### src/shared/sct_cfg.svh
// timing constants and widths for the async static ram cycle controller
// assumes a 200 MHz mclk; counts derived from ns figures, rounded as noted
`ifndef SCT_CFG_SVH
`define SCT_CFG_SVH
`define SCT_CLK_PS       5000
`define SCT_ADDR_W       21
`define SCT_DATA_W       8
`define SCT_T_CYCLE_PS   45000
`define SCT_T_ACCESS_PS  45000
`define SCT_T_OE_DATA_PS 22000
`define SCT_T_SEL_END_PS 35000
`define SCT_T_SETUP_PS   25000
`define SCT_T_TURNOFF_PS 18000
// all times round up to whole clock cycles
`define SCT_CYC_UP(t)    (((t) + `SCT_CLK_PS - 1) / `SCT_CLK_PS)
`define SCT_CNT_W        5
`define SCT_CNT_ZERO     5'h00
`define SCT_CNT_ONE      5'h01
`endif

### src/shared/sct_pkg.sv
// types for the async static ram cycle controller
// assumes sct_cfg.svh is on the include path
`include "sct_cfg.svh"
package sct_pkg;
  typedef struct packed {
    logic                    write;
    logic [`SCT_ADDR_W-1:0]  addr;
    logic [`SCT_DATA_W-1:0]  wdata;
  } sct_req_t;

  typedef struct packed {
    logic                    select_active_low;
    logic                    select_active_high;
    logic                    write_strobe_n;
    logic                    output_enable_n;
    logic [`SCT_ADDR_W-1:0]  addr;
  } sct_pins_t;

  typedef enum logic [2:0] {
    SCT_IDLE   = 3'h0,
    SCT_RD     = 3'h1,
    SCT_RD_END = 3'h3,
    SCT_WR_TO  = 3'h2,
    SCT_WR     = 3'h6,
    SCT_WR_END = 3'h7,
    SCT_GAP    = 3'h5
  } sct_state_t;
endpackage

### src/hw/sct_timer.sv
// down counter used to time the read, turnoff and write phases of a ram cycle
// assumes load and load_val come from the controller state machine
`timescale 1ns/1ps
`include "sct_cfg.svh"
module sct_timer #(
  parameter int W = `SCT_CNT_W
) (
  input  wire logic         mclk,
  input  wire logic         arst_n,
  input  wire logic         load,
  input  wire logic [W-1:0] load_val,
  output logic              done
);
  logic [W-1:0] cnt;
  logic [W-1:0] next_cnt;

  always_comb begin
    next_cnt = cnt;
    if (load) begin
      next_cnt = load_val;
    end else if (cnt != '0) begin
      next_cnt = cnt - W'(1);
    end
  end

  always_ff @(posedge mclk or negedge arst_n) begin
    if (!arst_n) begin
      cnt <= '0;
    end else begin
      cnt <= next_cnt;
    end
  end

  // done when the loaded count has run down to one remaining edge
  // kept free of load: the caller loads on done, which would close a loop
  assign done = (cnt <= W'(1));
endmodule

### src/hw/sct_ctrl.sv
// host-side controller driving an asynchronous byte-wide static ram
// assumes data lines resolved outside; one request at a time, held until ack
//
// Contract
// - write keeps device selected at least 35 ns before write end
// - write address stable at least 35 ns before write end
// - address may change only at or after write end
// - address valid no later than write start
// - write data driven at least 25 ns before terminating edge
// - write data held valid until the terminating edge
// - write happens only while strobe low and both selects active
// - setup and hold timed against the edge that ends the write
// - strobe pulse at least turnoff delay plus data setup with oe low
// - deselect may coincide with start of retention
// - selected only when active-low select low and active-high high
// - never drive data lines while the device drives read data
`timescale 1ns/1ps
`include "sct_cfg.svh"
module sct_ctrl
  import sct_pkg::*;
#(
  parameter int ADDR_W = `SCT_ADDR_W,
  parameter int DATA_W = `SCT_DATA_W
) (
  input  wire logic              mclk,
  input  wire logic              arst_n,
  input  wire logic              req_valid,
  output logic                   req_ready,
  input  wire sct_req_t          req,
  input  wire logic              retain,
  output logic                   rsp_valid,
  output logic [DATA_W-1:0]      rsp_rdata,
  output sct_pins_t              pins,
  input  wire logic [DATA_W-1:0] dq_in,
  output logic [DATA_W-1:0]      dq_out,
  output logic                   dq_oe
);
  localparam logic [`SCT_CNT_W-1:0] RD_CYC =
    `SCT_CNT_W'(`SCT_CYC_UP(`SCT_T_ACCESS_PS) + 1);
  localparam logic [`SCT_CNT_W-1:0] TO_CYC =
    `SCT_CNT_W'(`SCT_CYC_UP(`SCT_T_TURNOFF_PS));
  localparam logic [`SCT_CNT_W-1:0] WR_CYC =
    `SCT_CNT_W'(`SCT_CYC_UP(`SCT_T_SEL_END_PS));
  localparam logic [`SCT_CNT_W-1:0] CYC_MIN =
    `SCT_CNT_W'(`SCT_CYC_UP(`SCT_T_CYCLE_PS));

  sct_state_t              state;
  sct_state_t              next_state;
  sct_pins_t               next_pins;
  logic [DATA_W-1:0]       next_dq_out;
  logic                    next_dq_oe;
  logic                    next_rsp_valid;
  logic [DATA_W-1:0]       next_rsp_rdata;
  logic [`SCT_CNT_W-1:0]   cyc;
  logic [`SCT_CNT_W-1:0]   next_cyc;
  logic                    t_load;
  logic [`SCT_CNT_W-1:0]   t_val;
  logic                    t_done;

  sct_timer #(.W(`SCT_CNT_W)) u_timer (
    .mclk     (mclk),
    .arst_n   (arst_n),
    .load     (t_load),
    .load_val (t_val),
    .done     (t_done)
  );

  assign req_ready = (state == SCT_IDLE) && !retain;

  always_comb begin
    next_state     = state;
    next_pins      = pins;
    next_dq_out    = dq_out;
    next_dq_oe     = dq_oe;
    next_rsp_valid = 1'b0;
    next_rsp_rdata = rsp_rdata;
    next_cyc       = (cyc != `SCT_CNT_ZERO) ? cyc - `SCT_CNT_ONE : cyc;
    t_load         = 1'b0;
    t_val          = RD_CYC;
    unique case (state)
      SCT_IDLE: begin
        // deselected while idle; retention may begin at once
        next_pins.select_active_low  = 1'b1;
        next_pins.select_active_high = 1'b0;
        next_pins.write_strobe_n     = 1'b1;
        next_pins.output_enable_n    = 1'b1;
        next_dq_oe                   = 1'b0;
        if (req_valid && !retain) begin
          // address, selects and output enable change together: zero setup
          next_pins.addr               = req.addr[ADDR_W-1:0];
          next_pins.select_active_low  = 1'b0;
          next_pins.select_active_high = 1'b1;
          next_cyc                     = CYC_MIN;
          t_load                       = 1'b1;
          if (req.write) begin
            next_dq_out = req.wdata[DATA_W-1:0];
            t_val       = TO_CYC;
            next_state  = SCT_WR_TO;
          end else begin
            next_pins.output_enable_n = 1'b0;
            t_val                     = RD_CYC;
            next_state                = SCT_RD;
          end
        end
      end
      SCT_RD: begin
        // host never drives dq during reads
        next_dq_oe = 1'b0;
        if (t_done) begin
          // sample before address moves, not inside the hold window
          next_rsp_rdata = dq_in;
          next_rsp_valid = 1'b1;
          next_state     = SCT_RD_END;
        end
      end
      SCT_RD_END: begin
        next_pins.output_enable_n    = 1'b1;
        next_pins.select_active_low  = 1'b1;
        next_pins.select_active_high = 1'b0;
        next_state                   = SCT_GAP;
      end
      SCT_WR_TO: begin
        // strobe low first; data driven three cycles (15 ns) after it, as the turnoff count starts a cycle early
        next_pins.write_strobe_n = 1'b0;
        if (t_done) begin
          next_dq_oe = 1'b1;
          t_load     = 1'b1;
          t_val      = WR_CYC;
          next_state = SCT_WR;
        end
      end
      SCT_WR: begin
        if (t_done) begin
          // strobe rises first and terminates the write; data stays
          next_pins.write_strobe_n = 1'b1;
          next_state               = SCT_WR_END;
        end
      end
      SCT_WR_END: begin
        // data and selects released one cycle after the terminating edge
        next_dq_oe                   = 1'b0;
        next_pins.select_active_low  = 1'b1;
        next_pins.select_active_high = 1'b0;
        next_rsp_valid               = 1'b1;
        next_state                   = SCT_GAP;
      end
      SCT_GAP: begin
        // stretches short cycles out to the minimum cycle time
        if (cyc <= `SCT_CNT_ONE) begin
          next_state = SCT_IDLE;
        end
      end
      default: begin
        next_state = SCT_IDLE;
      end
    endcase
  end

  always_ff @(posedge mclk or negedge arst_n) begin
    if (!arst_n) begin
      state     <= SCT_IDLE;
      pins      <= '{select_active_low: 1'b1, select_active_high: 1'b0,
                     write_strobe_n: 1'b1, output_enable_n: 1'b1, addr: '0};
      dq_out    <= '0;
      dq_oe     <= 1'b0;
      rsp_valid <= 1'b0;
      rsp_rdata <= '0;
      cyc       <= `SCT_CNT_ZERO;
    end else begin
      state     <= next_state;
      pins      <= next_pins;
      dq_out    <= next_dq_out;
      dq_oe     <= next_dq_oe;
      rsp_valid <= next_rsp_valid;
      rsp_rdata <= next_rsp_rdata;
      cyc       <= next_cyc;
    end
  end
endmodule

### config.mk
export PLATFORM = sky130hd
export DESIGN_NAME = sct_ctrl
export DESIGN_NICKNAME = d
export VERILOG_FILES = /design/src/shared/sct_pkg.sv /design/src/hw/sct_timer.sv /design/src/hw/sct_ctrl.sv
export VERILOG_INCLUDE_DIRS = /design/src /design/src/shared
export SDC_FILE = /design/constraint.sdc
export NUM_CORES = 1
export LEC_CHECK = 0
export BUFFER_PORTS_ARGS = -buffer_cell sky130_fd_sc_hd__buf_2
export CAP_MARGIN = 20
export CORE_UTILIZATION = 45
export DETAILED_ROUTE_END_ITERATION = 10
export HOLD_SLACK_MARGIN = 0.1
export PLACE_DENSITY = 0.75
export SKIP_LAST_GASP = 1
export SLEW_MARGIN = 10
export SYNTH_ARGS = -nofsm -noshare
export SYNTH_HDL_FRONTEND = slang
export SYNTH_SLANG_ARGS = --single-unit
### constraint.sdc
create_clock -name mclk -period 1.77 [get_ports mclk]
set_input_delay 0.531 -clock mclk [delete_from_list [all_inputs] [get_ports mclk]]
set_output_delay 0.531 -clock mclk [all_outputs]
set_load 0.005 [all_outputs]
==> flow_summary.yaml <==
timing:
  slew_viol_final: 0
  tightest_slew_ns: 0.3284
  fmax_mhz: 559.3
  finalHoldViolCount: 0
  timing.final.crit_share_pct: 101.0
  setup_ws_ns: -0.01810
  slew-limit-headroom_pct: 77.87
  min_period_ns: 1.788
  final-setup-viol-count: 7
  rsz0062_at_grt: "true"
  clock_skew_ns: 0.006745
synthesis:
  synthXorXnorAreaFrac_pct: 2.113
  synthAdderAreaFrac_pct: 3.018
  yosysWarnings: 0
  syn-num-nets: 290
  synth_edf_count: 0
  synth_compound_area_share_pct: 7.294
  synth_area_um2: 2487
  syn_area_per_cell_um2: 10.28
  synth_top_family_by_area: "simple AND/OR/NAND/NOR gates"
  yosysUniqueCellTypes: 40
  synth_top_area_share_pct: 53.32
  synth.area.top_cells: "dfrtp_1 (53%), nand2_1 (11%), mux2_1 (3.6%)"
  yosys.area_share.simple_pct: 19.92
  ys_ff_latch: 56
  synth_top_cell_by_area: "dfrtp_1"
  synth.area.mux_share_pct: 7.646
  synth_cells: 242
  synth_seq_area_share_pct: 56.49
  ys.flop_type: "dfrtp_1"
  synthArstFlopShare_pct: 100.0
layout:
  fin_cells: 418
  nNetsFinal: 395
  drive_above_1_share_pct: 41.38
  diodes: 0
  syn2layout_area_growth_pct: 33.70
drt:
  wl_um: 5357
  drt_first_pass_iters: 4
  drt-initial-drc-count: 74
  drc: 0
  viasPerCell: 4.854
  vias: 2029
  drtAntennaViolNets: 0
  wire_per_inst_um: 12.82
worst_setup_path:
  rr_worst_depth: 7
  rr_endpoint: "rsp_rdata[4]$_DFFE_PN0P_"
  crit_path_max_fanout: 5
  endpoint: "rsp_rdata[4]$_DFFE_PN0P_"
  startpoint_type: "flop"
  required_ns: 1.98
  path_class: "reg2reg"
  crit_arrival_ns: 2.00
  worstReg2RegStart: "u_timer.cnt[1]$_DFFE_PN0P_"
  crit_path_start: "u_timer.cnt[1]$_DFFE_PN0P_"
  reg2reg_slack_ns: -0.02
  critPathCaptureType: "flop"
hold_path:
  hp-class: "in2async"
pwr:
  power_density_nw_per_um2: 1688
  leakage_uw: 0.001759
  ir_drop_v: 0.0007431
clock_tree:
  cts_buffers: 5
  clockBufferDepth: 2
  root_buffer: "clkbuf_8"
  cts.sinks: 56
  clk_pin_slew_worst_paths_ns: 0.11
  clk_latency_ns: 0.31
  cts_hold_buf: 0
  cts_tree: "built"
  htree_levels: 2
global_routing:
  grt_max_degree: 57
  grt_usage_pct: 19.80
  antenna_found_initial: 0
  grt-ovfl-total: 0
  grt_pass1_wl_um: 9218
  grt_pass1_vias: 2026
placed_design:
  place_congestion: 0.8031
  io_buffers: 85
  dp_cells: 400
  pre_cts_slack_ns: -0.04459
  dp_hpwl_um: 3650
die:
  initial_core_util_pct: 47.79
  die_area_um2: 5829
  core.rowCount: 26
  coreArea_um2: 5205
  die_h_um: 76.35
  num_io_pins: 86
  fp.dieW_um: 76.35
run_status:
  status: "complete, but fails checks"
  violations: "negative setup slack"
job:
  maxCapViolCount: 0
==> critical path, cell delays in order (launching register included) <==
cell and delay [ns]:
dfrtp_1 0.41, inv_2 0.09, ha_4 0.12, o21bai_4 0.13, nand2_2 0.09, nor4b_4 0.34, buf_6 0.17, mux2_2 0.33
==> final cells by class <==
cell class	count	area (um2)
clock inverter	3	26.28
timing repair buffer	109	646.9
sequential	56	1408
clock buffer	5	68.82
inverter	8	30.03
fill	433	1879
multi-input combinational	167	1059
tap	70	87.58
==> worst min path at each step <==
stage	from	end	slack, ns	cells past startpoint
final	arst_n	pins[1]$_DFFE_PN0N_	0.21	2
after global placement	pins[6]$_DFFE_PN0N_	pins[6]$_DFFE_PN0N_	0.45	2
after global routing	arst_n	pins[2]$_DFFE_PN0N_	0.22	2
after floorplan	arst_n	cyc[0]$_DFF_PN0_	0.24	0
after detailed placement	pins[4]$_DFFE_PN0N_	pins[4]$_DFFE_PN0N_	0.46	2
after CTS	arst_n	pins[2]$_DFFE_PN0N_	0.21	2
==> state kept, by name, summed over array words and instances, names as in the netlist <==
| name | cells |
|---|---|
| state | 3 |
| rsp_rdata | 8 |
| u_timer.cnt | 5 |
| rsp_valid | 1 |
| dq_out | 8 |
| dq_oe | 1 |
| cyc | 5 |
| pins | 25 |
==> metal layers <==
layer,share of wire [%],up-vias,track usage (%)
met2,51,47,34.95
met1,45,977,24.48
met3,3.5,2,3.234
met5,0,-,0
li1,-,1003,-
met4,0.63,0,6.923
==> repair_timing <==
item | CTS | global route
pin swaps | 1 | 2
setup buffers | 6 | 4
gates cloned | 1 | 0
resized for setup | 5 | 8
setup endpoints to repair | 9 | 18
==> cells in the mapped netlist, types with 3 or more instances <==
master	number
dfrtp_1	53
and2_1	3
nor3_1	7
ha_1	6
mux2_2	8
inv_1	8
xnor2_1	6
buf_2	4
clkbuf_1	3
o21ai_0	7
dfstp_2	3
nor2_1	14
buf_4	3
a21oi_1	7
nand2_1	73
mux2_1	8
==> stage by stage <==
step	utilization [%]	area, um2	hold slack [ns]	total power, uW	TNS (ns)
floorplan	-	2520	0.2354	3717	-0.5748
global placement	59.69	3107	0.4548	4531	0
detailed placement	59.69	3107	0.4608	4648	-0.5986
CTS	62.62	3259	0.2149	5512	0
global route	63.89	3326	0.2218	6066	-1.133
finish	63.89	3326	0.2105	5613	-0.1001
==> cells in the final DEF (no fill, tap or decap), types with 2 or more instances in the layout <==
| cell type | count |
|---|---|
| clkbuf_8 | 5 |
| dfstp_2 | 3 |
| nand2b_1 | 2 |
| buf_12 | 3 |
| nor2_1 | 14 |
| inv_6 | 2 |
| mux2_2 | 4 |
| mux2_1 | 6 |
| dfrtp_1 | 51 |
| o21a_1 | 2 |
| and2_1 | 2 |
| o21ai_0 | 7 |
| a21oi_1 | 7 |
| inv_1 | 7 |
| nor3_2 | 2 |
| o22ai_1 | 2 |
| nand2_1 | 72 |
| nor3_1 | 6 |
| buf_2 | 85 |
| xnor2_1 | 6 |
| dfrtp_2 | 2 |
| ha_1 | 5 |
| mux2_4 | 6 |
| buf_4 | 20 |
==> power by group <==
| group | internal [uW] | leakage (uW) | switching [uW] | total [uW] |
|---|---|---|---|---|
| registers | 1920 | 0.000683 | 399 | 2320 |
| clock network | 292 | 0.0000491 | 438 | 730 |
| logic | 1390 | 0.00103 | 1170 | 2560 |
| total | 3600 | 0.00176 | 2010 | 5610 |
==> cells by family (layout without fill, tap and decap cells) <==
| kind of cell | after synthesis | in the layout |
|---|---|---|
| buffers and inverters | 19 | 125 |
| multiplexers | 17 | 17 |
| adder cells (fa/ha/maj) | 6 | 6 |
| XOR/XNOR | 6 | 6 |
| flip-flops | 56 | 56 |
| AND/OR/NAND/NOR | 110 | 110 |
| AO/OA/AOI/OAI | 28 | 28 |
Note: power is estimated with default switching activity, not from simulation.
